<file path="config.mk">
export PLATFORM = sky130hd
export DESIGN_NAME = vcs_dma_seq
export DESIGN_NICKNAME = d
export VERILOG_FILES = /design/src/common/vcs_pkg.sv /design/src/hw/vcs_plane_chan.sv /design/src/hw/vcs_dma_seq.sv
export SDC_FILE = /design/constraint.sdc
export NUM_CORES = 1
export LEC_CHECK = 0
export ABC_CLOCK_PERIOD_IN_PS = 2700
export BUFFER_PORTS_ARGS = -buffer_cell sky130_fd_sc_hd__buf_2
export CAP_MARGIN = 0
export CORE_MARGIN = 2
export CORE_UTILIZATION = 45
export DETAILED_ROUTE_END_ITERATION = 10
export PLACE_DENSITY = 0.7
export SLEW_MARGIN = 20
export SYNTH_ARGS = -nofsm -noshare
export SYNTH_HDL_FRONTEND = slang
export SYNTH_SLANG_ARGS = --single-unit
</file>
<file path="constraint.sdc">
create_clock -name clk -period 2.7 [get_ports clk]
set_input_delay 0.405 -clock clk [delete_from_list [all_inputs] [get_ports clk]]
set_output_delay 0.405 -clock clk [all_outputs]
set_load 0.03 [all_outputs]
</file>
<file path="src/common/vcs_pkg.sv">
// Purpose: constants and types of the video capture DMA sequencer
// Assumes: 32-bit instruction words, 50 MHz system clock
// Notes: codes with no fixed value are plain defaults
`default_nettype none
package vcs_pkg;
   localparam logic [7:0] REG_START = 8'h00;
   localparam logic [7:0] REG_CTRL = 8'h04;
   localparam logic [7:0] REG_STATUS = 8'h08;
   localparam logic [7:0] REG_FLAGS = 8'h0c;
   localparam logic [7:0] REG_PC = 8'h10;
   localparam logic [31:0] START_RST = 32'h0000_0000;
   localparam logic [3:0] OP_WRITE = 4'h1;
   localparam logic [3:0] OP_CONT = 4'h5;
   localparam logic [3:0] OP_PLANAR = 4'h9;
   localparam logic [3:0] OP_SKIP = 4'h2;
   localparam logic [3:0] OP_JUMP = 4'h7;
   localparam logic [3:0] OP_SYNC = 4'h8;
   localparam logic [2:0] NW_WRITE = 3'h2;
   localparam logic [2:0] NW_PLANAR = 3'h5;
   localparam logic [2:0] NW_JUMP = 3'h2;
   localparam logic [2:0] NW_ONE = 3'h1;
   localparam int OP_HI = 31;
   localparam int OP_LO = 28;
   localparam int SOL_BIT = 27;
   localparam int EOL_BIT = 26;
   localparam int IRQ_BIT = 24;
   localparam int SET_HI = 23;
   localparam int SET_LO = 20;
   localparam int CLR_HI = 19;
   localparam int CLR_LO = 16;
   localparam int BE_HI = 15;
   localparam int BE_LO = 12;
   localparam int CNT_HI = 11;
   localparam int CNT_LO = 0;
   localparam int CNT3_HI = 27;
   localparam int CNT3_LO = 16;
   localparam int CODE_HI = 3;
   localparam int CODE_LO = 0;
   localparam logic [3:0] CODE_PACKED = 4'h2;
   localparam logic [3:0] CODE_PLANAR = 4'h3;
   localparam logic [3:0] CODE_EVEN = 4'hc;
   localparam logic [3:0] CODE_ODD = 4'hd;
   localparam int FL_IRQ = 0;
   localparam int FL_OVF = 1;
   localparam int FL_MIS = 2;
   localparam logic [31:0] WORD_BYTES = 32'h0000_0004;
   typedef enum logic [5:0] {
      ST_IDLE = 6'h01,
      ST_FETCH = 6'h02,
      ST_DECODE = 6'h04,
      ST_XFER = 6'h08,
      ST_SYNC = 6'h10,
      ST_DONE = 6'h20
   } vcs_state_t;
endpackage : vcs_pkg
`default_nettype wire

</file>
<file path="src/hw/vcs_plane_chan.sv">
// Purpose: address and byte count of one queue's segment
// Assumes: segment addresses are word aligned
// Notes: last word carries a partial byte mask unless the count is a multiple of 4
`default_nettype none
module vcs_plane_chan #(
   parameter int CW = 12
) (
   input wire logic clk,
   input wire logic srst,
   input wire logic load,
   input wire logic load_addr_en,
   input wire logic [31:0] load_addr,
   input wire logic [CW-1:0] load_count,
   input wire logic step,
   output logic [31:0] addr_q,
   output logic [CW-1:0] count_q,
   output logic [3:0] be_mask,
   output logic done
);
   logic [31:0] addr_d;
   logic [CW-1:0] count_d;

   always_comb begin
      addr_d = addr_q;
      count_d = count_q;
      if (load) begin
         count_d = load_count;
         if (load_addr_en) begin
            addr_d = load_addr;
         end
      end else if (step) begin
         addr_d = addr_q + vcs_pkg::WORD_BYTES;
         count_d = (count_q > CW'(4)) ? count_q - CW'(4) : '0;
      end
   end

   always_comb begin
      unique case (count_q)
         CW'(0): be_mask = 4'h0;
         CW'(1): be_mask = 4'h1;
         CW'(2): be_mask = 4'h3;
         CW'(3): be_mask = 4'h7;
         default: be_mask = 4'hf;
      endcase
   end

   assign done = (count_q == '0);

   always_ff @(posedge clk) begin
      if (srst) begin
         addr_q <= '0;
         count_q <= '0;
      end else begin
         addr_q <= addr_d;
         count_q <= count_d;
      end
   end
endmodule : vcs_plane_chan
`default_nettype wire

</file>
<file path="src/hw/vcs_dma_seq.sv">
// Purpose: instruction driven DMA sequencer draining pixel queues
// Assumes: queues and bus initiator run on clk
// Notes: q_rd is combinational so a full queue is read at once
//
// Chosen here: the placing of the registers and the strobed register port.
`default_nettype none
module vcs_dma_seq #(
   parameter int CW = 12
) (
   input wire logic clk,
   input wire logic srst,
   input wire logic [7:0] reg_addr,
   input wire logic [31:0] reg_wdata,
   input wire logic reg_wr,
   input wire logic reg_rd,
   output logic [31:0] reg_rdata,
   output logic fetch_req,
   output logic [31:0] fetch_addr,
   input wire logic fetch_ack,
   input wire logic [31:0] fetch_data,
   input wire logic [2:0][31:0] q_data,
   input wire logic [2:0] q_empty,
   input wire logic [2:0] queue_full_flag,
   input wire logic q_is_code,
   output logic [2:0] q_rd,
   output logic wr_valid,
   output logic [31:0] wr_addr,
   output logic [31:0] wr_data,
   output logic [3:0] wr_be,
   output logic line_begin_flag,
   output logic line_end_flag,
   input wire logic wr_ready
);
   vcs_pkg::vcs_state_t state_q, state_d;
   logic [31:0] start_q, start_d;
   logic run_q, run_d, run_prev_q;
   logic [2:0] flags_q, flags_d;
   logic [3:0] sts_q, sts_d;
   logic mode_q, mode_d;
   logic [31:0] pc_q, pc_d;
   logic [31:0] ins_q [0:4];
   logic [31:0] ins_d [0:4];
   logic [2:0] widx_q, widx_d;
   logic [1:0] cur_q, cur_d;
   logic drop_q, drop_d;
   logic first_q, first_d;
   logic fetch_req_q, fetch_req_d;
   logic [31:0] fetch_addr_q, fetch_addr_d;
   logic wr_valid_q, wr_valid_d;
   logic [31:0] wr_addr_q, wr_addr_d;
   logic [31:0] wr_data_q, wr_data_d;
   logic [3:0] wr_be_q, wr_be_d;
   logic sol_q, sol_d, eol_q, eol_d;
   logic [31:0] rdata_q, rdata_d;
   logic [2:0] ch_load, ch_step, ch_done;
   logic ch_addr_en;
   logic [2:0][31:0] ch_lda, ch_addr;
   logic [2:0][CW-1:0] ch_ldc, ch_cnt;
   logic [2:0][3:0] ch_be;
   logic [3:0] op;
   logic [2:0] nw;
   logic [31:0] head_word, cur_addr, jump_tgt;
   logic [CW-1:0] cnt2_w, cnt3_w;
   logic take, sync_pop, sync_match, code_pop, last_chan;
   logic [2:0] took;

   function automatic logic [2:0] words_of(input logic [3:0] o);
      logic [2:0] n;
      n = vcs_pkg::NW_ONE;
      if (o == vcs_pkg::OP_WRITE) n = vcs_pkg::NW_WRITE;
      if (o == vcs_pkg::OP_PLANAR) n = vcs_pkg::NW_PLANAR;
      if (o == vcs_pkg::OP_JUMP) n = vcs_pkg::NW_JUMP;
      return n;
   endfunction : words_of

   genvar g;
   generate
      for (g = 0; g < 3; g++) begin : g_chan
         vcs_plane_chan #(.CW(CW)) u_chan (
            .clk(clk),
            .srst(srst),
            .load(ch_load[g]),
            .load_addr_en(ch_addr_en),
            .load_addr(ch_lda[g]),
            .load_count(ch_ldc[g]),
            .step(ch_step[g]),
            .addr_q(ch_addr[g]),
            .count_q(ch_cnt[g]),
            .be_mask(ch_be[g]),
            .done(ch_done[g])
         );
      end
   endgenerate

   assign op = ins_q[0][vcs_pkg::OP_HI:vcs_pkg::OP_LO];
   assign nw = words_of(widx_q == 3'h0 ?
      fetch_data[vcs_pkg::OP_HI:vcs_pkg::OP_LO] : op);
   assign head_word = q_data[cur_q];
   assign cur_addr = ch_addr[cur_q];
   assign jump_tgt = ins_q[1];
   assign cnt2_w = ins_q[1][vcs_pkg::CNT_HI:vcs_pkg::CNT_LO];
   assign cnt3_w = ins_q[1][vcs_pkg::CNT3_HI:vcs_pkg::CNT3_LO];
   assign last_chan = (op != vcs_pkg::OP_PLANAR) || (cur_q == 2'h2);
   // Code words stall a transfer; only a sync or a full-queue read may consume them
   assign take = (state_q == vcs_pkg::ST_XFER) && !ch_done[cur_q]
      && !q_empty[cur_q] && !(cur_q == 2'h0 && q_is_code)
      && (drop_q || !wr_valid_q || wr_ready);
   assign sync_pop = (state_q == vcs_pkg::ST_SYNC) && !q_empty[0];
   assign sync_match = sync_pop && q_is_code
      && q_data[0][vcs_pkg::CODE_HI:vcs_pkg::CODE_LO]
      == ins_q[0][vcs_pkg::CODE_HI:vcs_pkg::CODE_LO];
   always_comb begin
      for (int i = 0; i < 3; i++) begin
         took[i] = take && (cur_q == 2'(i));
      end
      took[0] = took[0] | sync_pop;
   end
   assign ch_step = took & {3{state_q == vcs_pkg::ST_XFER}};
   // A full queue is read now; the word is lost if nobody takes it
   assign q_rd = took | queue_full_flag;
   assign code_pop = q_rd[0] && q_is_code;

   always_comb begin
      state_d = state_q;
      start_d = start_q;
      run_d = run_q;
      flags_d = flags_q;
      sts_d = sts_q;
      mode_d = mode_q;
      pc_d = pc_q;
      for (int i = 0; i < 5; i++) begin
         ins_d[i] = ins_q[i];
      end
      widx_d = widx_q;
      cur_d = cur_q;
      drop_d = drop_q;
      first_d = first_q;
      fetch_req_d = fetch_req_q;
      fetch_addr_d = fetch_addr_q;
      wr_valid_d = wr_valid_q && !wr_ready;
      wr_addr_d = wr_addr_q;
      wr_data_d = wr_data_q;
      wr_be_d = wr_be_q;
      sol_d = sol_q;
      eol_d = eol_q;
      rdata_d = '0;
      ch_load = '0;
      ch_addr_en = 1'b1;
      ch_lda = '0;
      ch_ldc = '0;
      if (reg_wr) begin
         unique case (reg_addr)
            vcs_pkg::REG_START: start_d = reg_wdata;
            vcs_pkg::REG_CTRL: run_d = reg_wdata[0];
            vcs_pkg::REG_FLAGS: flags_d = flags_q & ~reg_wdata[2:0];
            default: ;
         endcase
      end
      if (reg_rd) begin
         unique case (reg_addr)
            vcs_pkg::REG_START: rdata_d = start_q;
            vcs_pkg::REG_CTRL: rdata_d = {31'h0, run_q};
            vcs_pkg::REG_STATUS:
               rdata_d = {19'h0, mode_q, 2'h0, state_q, sts_q};
            vcs_pkg::REG_FLAGS: rdata_d = {29'h0, flags_q};
            vcs_pkg::REG_PC: rdata_d = pc_q;
            default: rdata_d = '0;
         endcase
      end
      if (|(queue_full_flag & ~took)) begin
         flags_d[vcs_pkg::FL_OVF] = 1'b1;
      end
      if (code_pop) begin
         if (q_data[0][3:0] == vcs_pkg::CODE_PACKED) mode_d = 1'b0;
         if (q_data[0][3:0] == vcs_pkg::CODE_PLANAR) mode_d = 1'b1;
      end
      if (take && !drop_q) begin
         wr_valid_d = 1'b1;
         wr_data_d = head_word;
         wr_addr_d = cur_addr;
         wr_be_d = ins_q[0][vcs_pkg::BE_HI:vcs_pkg::BE_LO] & ch_be[cur_q];
         sol_d = first_q && ins_q[0][vcs_pkg::SOL_BIT];
         eol_d = last_chan && ch_cnt[cur_q] <= CW'(4)
            && ins_q[0][vcs_pkg::EOL_BIT];
         first_d = 1'b0;
      end
      unique case (state_q)
         vcs_pkg::ST_IDLE: begin
            if (run_q && !run_prev_q) begin
               pc_d = start_q;
               fetch_addr_d = start_q;
               fetch_req_d = 1'b1;
               widx_d = '0;
               state_d = vcs_pkg::ST_FETCH;
            end
         end
         vcs_pkg::ST_FETCH: begin
            if (fetch_ack) begin
               ins_d[widx_q] = fetch_data;
               pc_d = pc_q + vcs_pkg::WORD_BYTES;
               fetch_addr_d = pc_q + vcs_pkg::WORD_BYTES;
               widx_d = widx_q + 3'h1;
               if (widx_q + 3'h1 >= nw) begin
                  fetch_req_d = 1'b0;
                  state_d = vcs_pkg::ST_DECODE;
               end
            end
         end
         vcs_pkg::ST_DECODE: begin
            cur_d = '0;
            first_d = 1'b1;
            drop_d = 1'b0;
            state_d = vcs_pkg::ST_XFER;
            unique case (op)
               vcs_pkg::OP_WRITE: begin
                  ch_load = 3'h1;
                  ch_lda[0] = ins_q[1];
                  ch_ldc[0] = ins_q[0][vcs_pkg::CNT_HI:vcs_pkg::CNT_LO];
                  drop_d = mode_q;
               end
               vcs_pkg::OP_CONT: begin
                  ch_load = 3'h1;
                  ch_addr_en = 1'b0;
                  ch_ldc[0] = ins_q[0][vcs_pkg::CNT_HI:vcs_pkg::CNT_LO];
                  drop_d = mode_q;
               end
               vcs_pkg::OP_PLANAR: begin
                  ch_load = 3'h7;
                  ch_lda[0] = ins_q[2];
                  ch_lda[1] = ins_q[3];
                  ch_lda[2] = ins_q[4];
                  ch_ldc[0] = ins_q[0][vcs_pkg::CNT_HI:vcs_pkg::CNT_LO];
                  ch_ldc[1] = cnt2_w;
                  ch_ldc[2] = cnt3_w;
                  drop_d = !mode_q;
               end
               vcs_pkg::OP_SKIP: begin
                  ch_load = 3'h1;
                  ch_addr_en = 1'b0;
                  ch_ldc[0] = ins_q[0][vcs_pkg::CNT_HI:vcs_pkg::CNT_LO];
                  drop_d = 1'b1;
               end
               vcs_pkg::OP_SYNC: state_d = vcs_pkg::ST_SYNC;
               vcs_pkg::OP_JUMP: begin
                  pc_d = jump_tgt;
                  state_d = vcs_pkg::ST_DONE;
               end
               default: state_d = vcs_pkg::ST_DONE;
            endcase
            // A write in the wrong mode is drained, not stored
            if ((op == vcs_pkg::OP_WRITE || op == vcs_pkg::OP_CONT)
                  && mode_q) begin
               flags_d[vcs_pkg::FL_MIS] = 1'b1;
            end
            if (op == vcs_pkg::OP_PLANAR && !mode_q) begin
               flags_d[vcs_pkg::FL_MIS] = 1'b1;
            end
         end
         vcs_pkg::ST_XFER: begin
            if (ch_done[cur_q]) begin
               if (last_chan) begin
                  state_d = vcs_pkg::ST_DONE;
               end else begin
                  cur_d = cur_q + 2'h1;
               end
            end
         end
         vcs_pkg::ST_SYNC: begin
            if (sync_match) begin
               state_d = vcs_pkg::ST_DONE;
            end
         end
         vcs_pkg::ST_DONE: begin
            sts_d = (sts_q & ~ins_q[0][vcs_pkg::CLR_HI:vcs_pkg::CLR_LO])
               | ins_q[0][vcs_pkg::SET_HI:vcs_pkg::SET_LO];
            if (ins_q[0][vcs_pkg::IRQ_BIT]) begin
               flags_d[vcs_pkg::FL_IRQ] = 1'b1;
            end
            fetch_addr_d = pc_q;
            fetch_req_d = 1'b1;
            widx_d = '0;
            state_d = vcs_pkg::ST_FETCH;
         end
         default: state_d = vcs_pkg::ST_IDLE;
      endcase
      // Clearing run aborts at once; a pending write is dropped
      if (!run_q) begin
         state_d = vcs_pkg::ST_IDLE;
         fetch_req_d = 1'b0;
         wr_valid_d = 1'b0;
      end
   end

   always_ff @(posedge clk) begin
      if (srst) begin
         state_q <= vcs_pkg::ST_IDLE;
         start_q <= vcs_pkg::START_RST;
         run_q <= 1'b0;
         run_prev_q <= 1'b0;
         flags_q <= '0;
         sts_q <= '0;
         mode_q <= 1'b0;
         pc_q <= '0;
         for (int i = 0; i < 5; i++) begin
            ins_q[i] <= '0;
         end
         widx_q <= '0;
         cur_q <= '0;
         drop_q <= 1'b0;
         first_q <= 1'b0;
         fetch_req_q <= 1'b0;
         fetch_addr_q <= '0;
         wr_valid_q <= 1'b0;
         wr_addr_q <= '0;
         wr_data_q <= '0;
         wr_be_q <= '0;
         sol_q <= 1'b0;
         eol_q <= 1'b0;
         rdata_q <= '0;
      end else begin
         state_q <= state_d;
         start_q <= start_d;
         run_q <= run_d;
         run_prev_q <= run_q;
         flags_q <= flags_d;
         sts_q <= sts_d;
         mode_q <= mode_d;
         pc_q <= pc_d;
         for (int i = 0; i < 5; i++) begin
            ins_q[i] <= ins_d[i];
         end
         widx_q <= widx_d;
         cur_q <= cur_d;
         drop_q <= drop_d;
         first_q <= first_d;
         fetch_req_q <= fetch_req_d;
         fetch_addr_q <= fetch_addr_d;
         wr_valid_q <= wr_valid_d;
         wr_addr_q <= wr_addr_d;
         wr_data_q <= wr_data_d;
         wr_be_q <= wr_be_d;
         sol_q <= sol_d;
         eol_q <= eol_d;
         rdata_q <= rdata_d;
      end
   end

   assign reg_rdata = rdata_q;
   assign fetch_req = fetch_req_q;
   assign fetch_addr = fetch_addr_q;
   assign wr_valid = wr_valid_q;
   assign wr_addr = wr_addr_q;
   assign wr_data = wr_data_q;
   assign wr_be = wr_be_q;
   assign line_begin_flag = sol_q;
   assign line_end_flag = eol_q;
endmodule : vcs_dma_seq
`default_nettype wire

</file>
After elaboration in Yosys (flattened, before gate mapping)

Memory sizes are Yosys's and may differ from the RTL's.
Index checks and enable logic that the tools add are counted.

Memories kept: 1
Bits in writable memories: 160
Bits in registers: 355
Bits of input ports: 181

$lt $le $gt $ge: 8
Equal/unequal tests: 45
Muxes and demuxes: 98
Reductions and logical operators: 69
Bitwise gates (word level): 19
Add/subtract/negate cells: 9

Memories:

| name  | depth | bits a word | read ports | clocked after memory_dff | wr ports | RTL line          | RTL |
|---|---|---|---|---|---|---|---|
| ins_q | 5     | 32          | 5          | 0                        | 5        | vcs_dma_seq.sv:41 | `logic [31:0] ins_q [0:4];` |

Operators with widths:

| operator                                             | count |
|---|---|
| 2-to-1 mux 32 bit                                    | 20 |
| 2-to-1 mux 160 bit                                   | 2 |
| one-hot mux 32 bit (3 select lines)                  | 2 |
| bitwise mux 160 bit                                  | 1 |
| one-hot mux 32 bit (5 select lines)                  | 1 |
| 2-to-1 mux 12 bit                                    | 11 |
| adder 32 x 3 -> 32 bit (second input constant)       | 4 |
| binary-select mux 32 bit (select 2 bit)              | 2 |
| demux 32 bit (select 3 bit)                          | 1 |
| 2-to-1 mux 96 bit                                    | 1 |
| == test 12 x 2 -> 1 bit (second input constant)      | 6 |
| 2-to-1 mux 64 bit                                    | 1 |
| one-hot mux 32 bit (2 select lines)                  | 1 |
| one-hot mux 4 bit (4 select lines)                   | 3 |
| == test 12 x 1 -> 1 bit (second input constant)      | 3 |
| > comparator 12 x 3 -> 1 bit (second input constant) | 3 |
| logical NOT 12 bit                                   | 3 |
| 2-to-1 mux 36 bit                                    | 1 |
| 2-to-1 mux 6 bit                                     | 6 |
| one-hot mux 6 bit (6 select lines)                   | 1 |
| subtractor 12 x 3 -> 12 bit (second input constant)  | 3 |
| binary-select mux 12 bit (select 2 bit)              | 1 |
| 2-to-1 mux 24 bit                                    | 1 |
| logical AND 1 bit                                    | 21 |
| 60 further kinds                                     | 149 |

Longest topological paths before layout

Gate-level depths: netlist of run 1.

Depth after elaboration: 15
Depth in mapped cells: 12

Modules after synthesis

A second synthesis of run 1 with hierarchy kept.

Cells, all modules: 3422
Area total of the unflattened synthesis: 26548.0 um2

Modules (own cells, without submodules):

| module         | cells each | area each (um2) | seq. area each (um2) | times used |
|---|---|---|---|---|
| vcs_dma_seq    | 2330       | 18057.3         | 7647.3               | 1 |
| vcs_plane_chan | 364        | 2830.2          | 880.8                | 3 |

Worst setup path before layout of run 1

OpenSTA, ideal clock, no wires.

Path kind: register -> register
Start point: register cur_q[1]
End point: register g_chan[2].u_chan.addr_q[15]
Setup time: 0.091 ns
Slack: -0.068 ns
Required time: 2.609 ns
Data arrival time: 2.677 ns
Clock period less this slack: 2.768 ns
Buffers on the path: 2
Stages on the path, launching flop included: 10
Path through: dfxtp_1 clkbuf_1 inv_1 ha_1 a2bb2oi_1 nand4_4 or4_1 buf_2 or3_1 a311oi_1

Word-level cells in the longest chain between the ends: 11
Elaborated cells on any way between the ends: 18
Those cells by class: eq/ne (1); mux (4); bitwise (1); reduce/logical (12)

RTL lines:

| item                                   | RTL line             | RTL |
|---|---|---|
| from (decl)                            | vcs_dma_seq.sv:44    | `logic [1:0] cur_q, cur_d;` |
| from (signal assigned)                 | vcs_dma_seq.sv:333   | `cur_q <= cur_d;` |
| binary-select mux 1 bit (select 2 bit) | vcs_dma_seq.sv:105   | `assign take = (state_q == vcs_pkg::ST_XFER) && !ch_done[cur_q]` |
| 2-to-1 mux 1 bit (not written as such) | vcs_dma_seq.sv:105   |  |
| logical NOT 1 bit                      | vcs_dma_seq.sv:105   |  |
| logical AND 1 bit                      | vcs_dma_seq.sv:105   |  |
| logical AND 1 bit (2 in a row)         | vcs_dma_seq.sv:106   | `&& !q_empty[cur_q] && !(cur_q == 2'h0 && q_is_code)` |
| logical AND 1 bit                      | vcs_dma_seq.sv:107   | `&& (drop_q \|\| !wr_valid_q \|\| wr_ready);` |
| logical AND 1 bit *                    | vcs_dma_seq.sv:114   | `took[i] = take && (cur_q == 2'(i));` |
| bitwise AND 3 bit *                    | vcs_dma_seq.sv:118   | `assign ch_step = took & {3{state_q == vcs_pkg::ST_XFER}};` |
| nonzero test 2 bit (no source line) *  | n/a                  |  |
| AND reduction 2 bit (no source line) * | n/a                  |  |
| to (signal assigned)                   | vcs_plane_chan.sv:54 | `addr_q <= addr_d;` |
| to (decl)                              | vcs_plane_chan.sv:15 | `output logic [31:0] addr_q,` |

Mark *: on every way between the ends. The rest lies on a longest branch, timed or not. The select of a mux whose other input is x is not followed.
A chain may end at the register's enable or synchronous reset.

Worst setup path in the final report of run 1

Start point: register cur_q[1]
End point: output port q_rd[1]

Word-level cells in the longest chain between the ends: 9
Elaborated cells on any way between the ends: 16
Those cells by class: eq/ne (1); mux (4); bitwise (1); reduce/logical (10)

RTL lines:

| item                                   | RTL line           | RTL |
|---|---|---|
| binary-select mux 1 bit (select 2 bit) | vcs_dma_seq.sv:105 |  |
| 2-to-1 mux 1 bit (not written as such) | vcs_dma_seq.sv:105 |  |
| logical NOT 1 bit                      | vcs_dma_seq.sv:105 |  |
| logical AND 1 bit                      | vcs_dma_seq.sv:105 |  |
| logical AND 1 bit (2 in a row)         | vcs_dma_seq.sv:106 |  |
| logical AND 1 bit                      | vcs_dma_seq.sv:107 |  |
| logical AND 1 bit *                    | vcs_dma_seq.sv:114 |  |
| OR 3 bit *                             | vcs_dma_seq.sv:120 | `assign q_rd = took \| queue_full_flag;` |
| to (decl)                              | vcs_dma_seq.sv:25  | `output logic [2:0] q_rd,` |

Marks and branches as above.

==> key figures, run 1 <==
Drt
  – Highest routed layer: met5
  – Vias: 25400
  – Drt pass-1 iters: 6
  – Final ANT Viol Nets: 0
  – Final WL: 88600 um
  – Wire per inst: about 21 um
  – DR vias/cell: between 6 and 7
  – Met2 WL: 39900 um
  – Routed wl met3: 7590 um
  – Initial DRC count: 2556
  – Drt drc: 0
  – WL met1: roughly 37000 um

Setup path
  – CP startpoint kind: flip-flop
  – Cells along the critical path: mux2_4 -> a22oi_2 -> buf_6 -> and2_4 -> nand4_1 -> buf_6 -> nand2b_4 -> buf_6
  – Critical path type: reg -> out
  – Max FO, Critical Path: 7
  – Critical-path top delay cell: dfxtp_4
  – CP top delay family: buffers and inverters
  – Buffers & Inverters on Critical Path: 3
  – CP endpoint kind: output port
  – Largest stage delay, worst path: 0.40 ns
  – Critical path data required time: approximately 2.3 ns
  – CP most frequent cell: buf_6
  – Reg2reg setup slack: 0.07 ns
  – Critical Path AT: 2.35 ns

Clock network
  – Max clock buf depth: 3
  – Clock Latency Late Sink: 0.62 ns
  – CTS root buf: clkbuf_16
  – H-tree lvl count: 2
  – Num Clock Sinks: 514
  – Clock Pin Slew Worst Setup and Hold Paths: ~0.06 ns
  – TritonCTS clock tree: done
  – Total CTS buffers: 55

STA
  – Endpoints failing hold: 0
  – Hold WS: 0.0197 ns
  – Final worst slack: -0.0591 ns
  – Fin crit share: 1.02
  – Setup violators final: 2
  – Fmax: 362 MHz
  – Slew HR: 0.505
  – Fin. max-slew vios: 0
  – Worst-margin pin slew: 0.743 ns
  – Tmin final: 2.76 ns
  – RSZ-0062 raised after global routing: true
  – Worst Skew: 0.0242 ns

Power and ir drop
  – Switching share of power: 0.228
  – Clock power frac: 0.481
  – Seq pwr share: 0.484
  – Lkg Pwr: 11.3 nW
  – Combinational Power Share: 0.035
  – Internal Power: 12.1 mW
  – Switch Pwr: roughly 3.6 mW
  – VDD IR max: 0.453 mV
  – Pwr Density: 510 nW/um2

Die
  – DIE WIDTH: 239 um
  – # IOs: 320
  – Initial Util: 0.454
  – Core Region: 54900 um2
  – Die area: 57200 um2
  – FP Rows: 86
  – Die Span Y: 239 um

Outcome
  – Status: finished, violations left
  – Failing checks: negative setup slack

Yosys
  – Synthesized area: between 20000 and 25000 um2
  – Sequential element share of the synthesized area: 0.413
  – Main synth FF type: dfxtp_1
  – YS warnings: 0
  – Net count after synthesis: 3338
  – Flops & latches, synth: 514
  – Average size of a mapped cell: about 7.9 um2
  – Ys async rst share: 0
  – Number of synthesized flops with an enable pin: 0
  – Synth Instances: roughly 3100
  – Post-synth cell types: 75

Placement
  – DPL Wire Length: 62000 um
  – Setup WS pre-CTS: -0.213 ns
  – IO Port Bufs: 319
  – Routability congestion estimate: 0.962

GRT
  – Overall global routing resource usage: 0.298
  – First-pass GRT wire length: 134000 um
  – Total congestion overflow: 0
  – Initial antenna violation count: 4
  – Vias in the first global route: between 20000 and 25000
  – Largest net degree at the start of global routing: between 100 and 150

Cells and area
  – Share of layout cells above drive strength 1: 0.204
  – Area grow syn2layout: 23.4%
  – Nets: approximately 3700

Flow run
  – # Max-Cap Violations: 0

Min path
  – Hold Path Class: in -> reg
-- final cells by class --
| cell class | count | area (um2) |
|---|---|---|
| fillers | 5031 | 24200 |
| multi-input cells | 2331 | 13900 |
| flip-flops and latches | 514 | 10300 |
| repair buffers | 535 | 3620 |
| clock buffers | 79 | 1610 |
| well taps | 704 | 881 |
| clock inverters | 19 | 174 |
| inverters | 41 | 161 |
| diodes | 1 | 2.50 |
-- per-stage QoR --
step                      cell area, um2  TNS, ns  utilization  std cells  power (mW)
after floorplan                    24900        0            -       3136        7.96
after global placement             28200   -0.805        0.514       4082        8.28
after detailed placement           28200   -0.997        0.514       4082        8.28
after CTS                          30300   -0.249        0.552       4200        15.7
after global routing               30700   -0.262        0.560       4224        16.1
final                              30700   -0.105        0.560       4224        15.7
-- worst paths after layout --
kind            startpoint                           to  depth (start not counted)
max               cur_q[1]                      q_rd[1]                          8
max reg2reg       cur_q[1]  g_chan[1].u_chan.addr_q[16]                         12
min          reg_wdata[12]                  start_q[12]                          3
min reg2reg    ins_q[0][4]                  ins_q[0][4]                          2
-- metal layers --
layer | global-route usage | vias up
li1 | - | 12000
met1 | 0.396 | 12000
met2 | 0.468 | 1195
met3 | 0.0528 | 224
met4 | 0.143 | 6
met5 | 0 | -
-- power by group through the flow --
stage | clock, mW | combinational (mW) | sequential, mW
floorplan | 0 | 0.205 | 7.76
global placement | 0 | 0.523 | 7.76
detailed placement | 0 | 0.524 | 7.76
CTS | 7.60 | 0.533 | 7.59
global route | 7.93 | 0.573 | 7.58
finish | 7.53 | 0.546 | 7.58
-- worst register-to-register path: cells and delay by family (launching register included) --
kind                   cells  cell delay [ns]
AOI/OAI and AO/OA          2             0.40
and+or+nand+nor            3             0.56
muxes                      1             0.31
DFF                        1             0.40
buffers and inverters      6             0.88
-- synthesized netlist by cell type (all sizes together), types with 6 or more instances --
| cell type | number | area, um2 |
|---|---|---|
| a211oi | 126 | 946 |
| a21oi | 315 | 1580 |
| a221o | 16 | 160 |
| a221oi | 22 | 193 |
| a22o | 6 | 52.6 |
| a22oi | 46 | 350 |
| a311oi | 57 | 499 |
| a31oi | 19 | 119 |
| a32oi | 8 | 70.1 |
| a41oi | 6 | 52.6 |
| and2 | 20 | 125 |
| and3 | 29 | 181 |
| and4 | 10 | 87.6 |
| buf | 43 | 199 |
| clkbuf | 208 | 782 |
| dfxtp | 514 | 10300 |
| ha | 21 | 263 |
| inv | 41 | 154 |
| mux2i | 163 | 1630 |
| nand2 | 428 | 1610 |
| nand2b | 22 | 138 |
| nand3 | 63 | 315 |
| nand3b | 11 | 82.6 |
| nand4 | 42 | 284 |
| nor2 | 451 | 1690 |
| nor2b | 9 | 56.3 |
| nor3 | 57 | 285 |
| nor3b | 11 | 82.6 |
| nor4 | 41 | 303 |
| nor4b | 7 | 61.3 |
| o2111ai | 8 | 70.1 |
| o211ai | 6 | 45.0 |
| o21ai | 117 | 586 |
| o21bai | 7 | 52.6 |
| o22ai | 8 | 50.1 |
| o31ai | 29 | 223 |
| or3 | 21 | 131 |
| or4 | 35 | 263 |
| xnor2 | 27 | 236 |
| xor2 | 15 | 131 |
-- flip-flops by register name, summed over array words and instances, names as in the netlist, 3 cells and up --
signal,count
ins_q,159
widx_q,3
fetch_addr,32
pc_q,32
start_q,32
sts_q,4
g_chan.u_chan.addr_q,96
flags_q,3
wr_data,32
reg_rdata,32
wr_be,4
wr_addr,32
state_q,6
g_chan.u_chan.count_q,36
-- cell usage in the layout (no fill, tap or decap), types with 10 or more instances in the layout --
cell and n:
dfxtp_1 500, and3_1 28, a311oi_1 51, a211oi_1 126, nor4_1 28, nor2_1 443, o21ai_0 113, a221o_1 16
nand4_1 40, nor3_1 53, buf_12 28, a221oi_1 22, buf_2 315, xor2_1 15, inv_1 38, buf_4 182
clkbuf_1 11, nor3b_1 10, a31oi_1 19, a21oi_1 313, nand2b_1 20, clkbuf_8 12, mux2i_1 163, ha_1 18
nand3_1 61, or3_1 18, or4_1 30, a22oi_1 45, and2_1 16, xnor2_1 27, nand2_1 423, o31ai_1 28
nand3b_1 11, clkbuf_16 56
-- kinds of logic (layout without fill, tap and decap cells) --
| logic type | after synthesis | count (layout) | synth area share |
|---|---|---|---|
| AOI/OAI and AO/OA | 833 | 834 | 0.216 |
| buffers and inverters | 292 | 674 | 0.0456 |
| muxes | 166 | 166 | 0.0673 |
| other | 0 | 1 | 0 |
| adders and majority gates | 21 | 21 | 0.0106 |
| and+or+nand+nor | 1268 | 1268 | 0.233 |
| xor gates and xnor gates | 42 | 42 | 0.0148 |
| DFF | 514 | 514 | 0.413 |
-- timing repair --
action	CTS	global route
hold buffers	0	0
gates cloned	1	0
pin swaps	16	20
gates resized for setup	51	55
setup endpoints to repair	9	46
setup buffers	19	25
Power figures use the tool's default switching activity.
==> run 2, diff against run 1 <==
ABC_CLOCK_PERIOD_IN_PS = 2800   (was 2700)
PLACE_DENSITY = not set   (was 0.7)
clock period = 2.8 ns   (was 2.7 ns; I/O delays follow)
==> key figures, run 2 (synthesis gave the netlist of run 1 again) <==
Setup path
  – CP top delay family: simple AND/OR/NAND/NOR gates
  – Cells along the critical path: nor4_4 -> nand4_1 -> buf_4 -> and2_4 -> nand4_1 -> nand2b_1 -> buf_6
  – Critical-path top delay cell: nor4_4
  – Largest stage delay, worst path: 0.38 ns
  – Buffers & Inverters on Critical Path: 2
  – Max FO, Critical Path: 5
  – Reg2reg setup slack: roughly 0.1 ns
  – CP most frequent cell: nand4_1
  – CP startpoint kind: flip-flop
  – Critical Path AT: 2.44 ns
  – CP endpoint kind: output port
  – Critical path type: reg -> out
  – Critical path data required time: 2.38 ns

Die
  – FP Rows: 86
  – Core Region: around 55000 um2
  – Die area: 57200 um2
  – Initial Util: 0.454
  – Die Span Y: between 200 and 250 um
  – DIE WIDTH: 239 um
  – # IOs: 320

Min path
  – Hold Path Class: in -> reg

Cells and area
  – Non-Filler Instances: 4198
  – Area grow syn2layout: 21.7%
  – Max FFs per register: 159
  – Most common cell after layout, fill and taps aside: dfxtp_1
  – Most frequent cells in the layout: dfxtp_1, nor2_1, nand2_1
  – Nets: approximately 3600
  – Fillcell total: between 5000 and 6000
  – Post-Route Utilization: 0.552
  – Reg with most FFs: ins_q
  – Biggest regs: ins_q: 159 flops, g_chan.u_chan.addr_q: 96 flops, g_chan.u_chan.count_q: 36 flops
  – Share of layout cells above drive strength 1: 0.192

Power and ir drop
  – Lkg Pwr: between 10 and 15 nW
  – Pwr Density: 517 nW/um2
  – VDD IR max: roughly 0.51 mV
  – Total power draw: 15.7 mW

Placement
  – IO Port Bufs: 319
  – DP Cell Count: between 4000 and 5000
  – DPL Wire Length: 69700 um
  – Routability congestion estimate: 0.936

STA
  – Slew HR: 0.451
  – Worst-margin pin slew: 0.823 ns
  – Endpoints failing hold: 0
  – Tmin final: 2.86 ns
  – Worst Skew: 0.0186 ns
  – Fin. max-slew vios: 0
  – Final worst slack: -0.0594 ns
  – Setup violators final: 1
  – RSZ-0062 raised after global routing: true
  – Fin crit share: 1.02
  – Fmax: 350 MHz

Flow run
  – # Max-Cap Violations: 0

GRT
  – Overall global routing resource usage: 0.330
  – Largest net degree at the start of global routing: 78
  – First-pass GRT wire length: between 100000 and 150000 um
  – Vias in the first global route: 23600
  – Initial antenna violation count: 3
  – Total congestion overflow: 0

Drt
  – Drt pass-1 iters: 6
  – Final ANT Viol Nets: 0
  – Final WL: roughly 98000 um
  – DR vias/cell: 6.14
  – Wire per inst: 23.4 um
  – Initial DRC count: 2797
  – Drt drc: 0
  – Vias: between 20000 and 30000

Clock network
  – Clock Latency Late Sink: 0.62 ns
  – TritonCTS clock tree: done
  – Post-cts hold buffer count: 0
  – Clock Pin Slew Worst Setup and Hold Paths: ~0.06 ns
  – Num Clock Sinks: 514
  – H-tree lvl count: 2
  – Max clock buf depth: 3
  – CTS root buf: clkbuf_16
  – Total CTS buffers: 55

Outcome
  – Status: finished, violations left
  – Failing checks: negative setup slack
## run 2: power by group
group	internal, mW	leakage, nW	switching (mW)	total (mW)
clock network	4.61	0.950	3.18	7.79
registers	7.31	4.14	0.00312	7.31
logic	0.189	6.05	0.382	0.571
## run 2: through the flow
step,worst slack (ns),setup TNS (ns),instance area (um2),hold slack (ns)
finish,-0.0594,-0.0594,30300,0.0411
detailed placement,-0.0697,-0.120,28000,0.444
floorplan,0.0318,0,24900,0.432
CTS,-0.00489,-0.00489,30200,0.0167
global placement,0.0163,0,28000,0.436
global route,-0.0707,-0.161,30300,0.0346
## run 2: layer usage
layer  wire [um]  GRT usage  up-vias
met5          42          0        -
li1            -          -    11900
met1       42100      0.458    12400
met2       42200      0.494     1267
met4        4440      0.144        6
met3        9580     0.0710      218
## run 2: final timing paths
| check | to | startpoint | depth (start not counted) |
|---|---|---|---|
| setup / recovery | q_rd[1] | g_chan[2].u_chan.count_q[7] | 7 |
| hold reg to reg | line_begin_flag | line_begin_flag | 2 |
| setup reg to reg | g_chan[2].u_chan.addr_q[15] | state_q[1] | 8 |
| hold / removal | start_q[10] | reg_wdata[10] | 3 |
## run 2: worst reg2reg max path, stage by stage, from the launching register on
cell	delay (ns)
dfxtp_4	0.35
buf_4	0.15
nor4_4	0.31
and3_4	0.26
buf_4	0.12
nand4_4	0.15
or4_1	0.67
or3_1	0.36
a311oi_1	0.24
## run 2: area by class of cell
| cell class | instances | area (um2) | share of cell area |
|---|---|---|---|
| Clock inverter | 24 | 285 | 0.00941 |
| Clock buffer | 78 | 1640 | 0.0539 |
| Antenna cell | 2 | 5.00 | 0.000165 |
| Sequential cell | 514 | 10300 | 0.340 |
| Tap cell | 704 | 881 | 0.0291 |
| Multi-Input combinational cell | 2330 | 13800 | 0.454 |
| Timing Repair Buffer | 505 | 3280 | 0.108 |
| Inverter | 41 | 154 | 0.00508 |
## run 2: timing repair
action	4_1_cts	5_1_grt
setup endpoints to repair	7	9
setup buffers	15	7
gates resized for setup	46	13
pin swaps	11	8
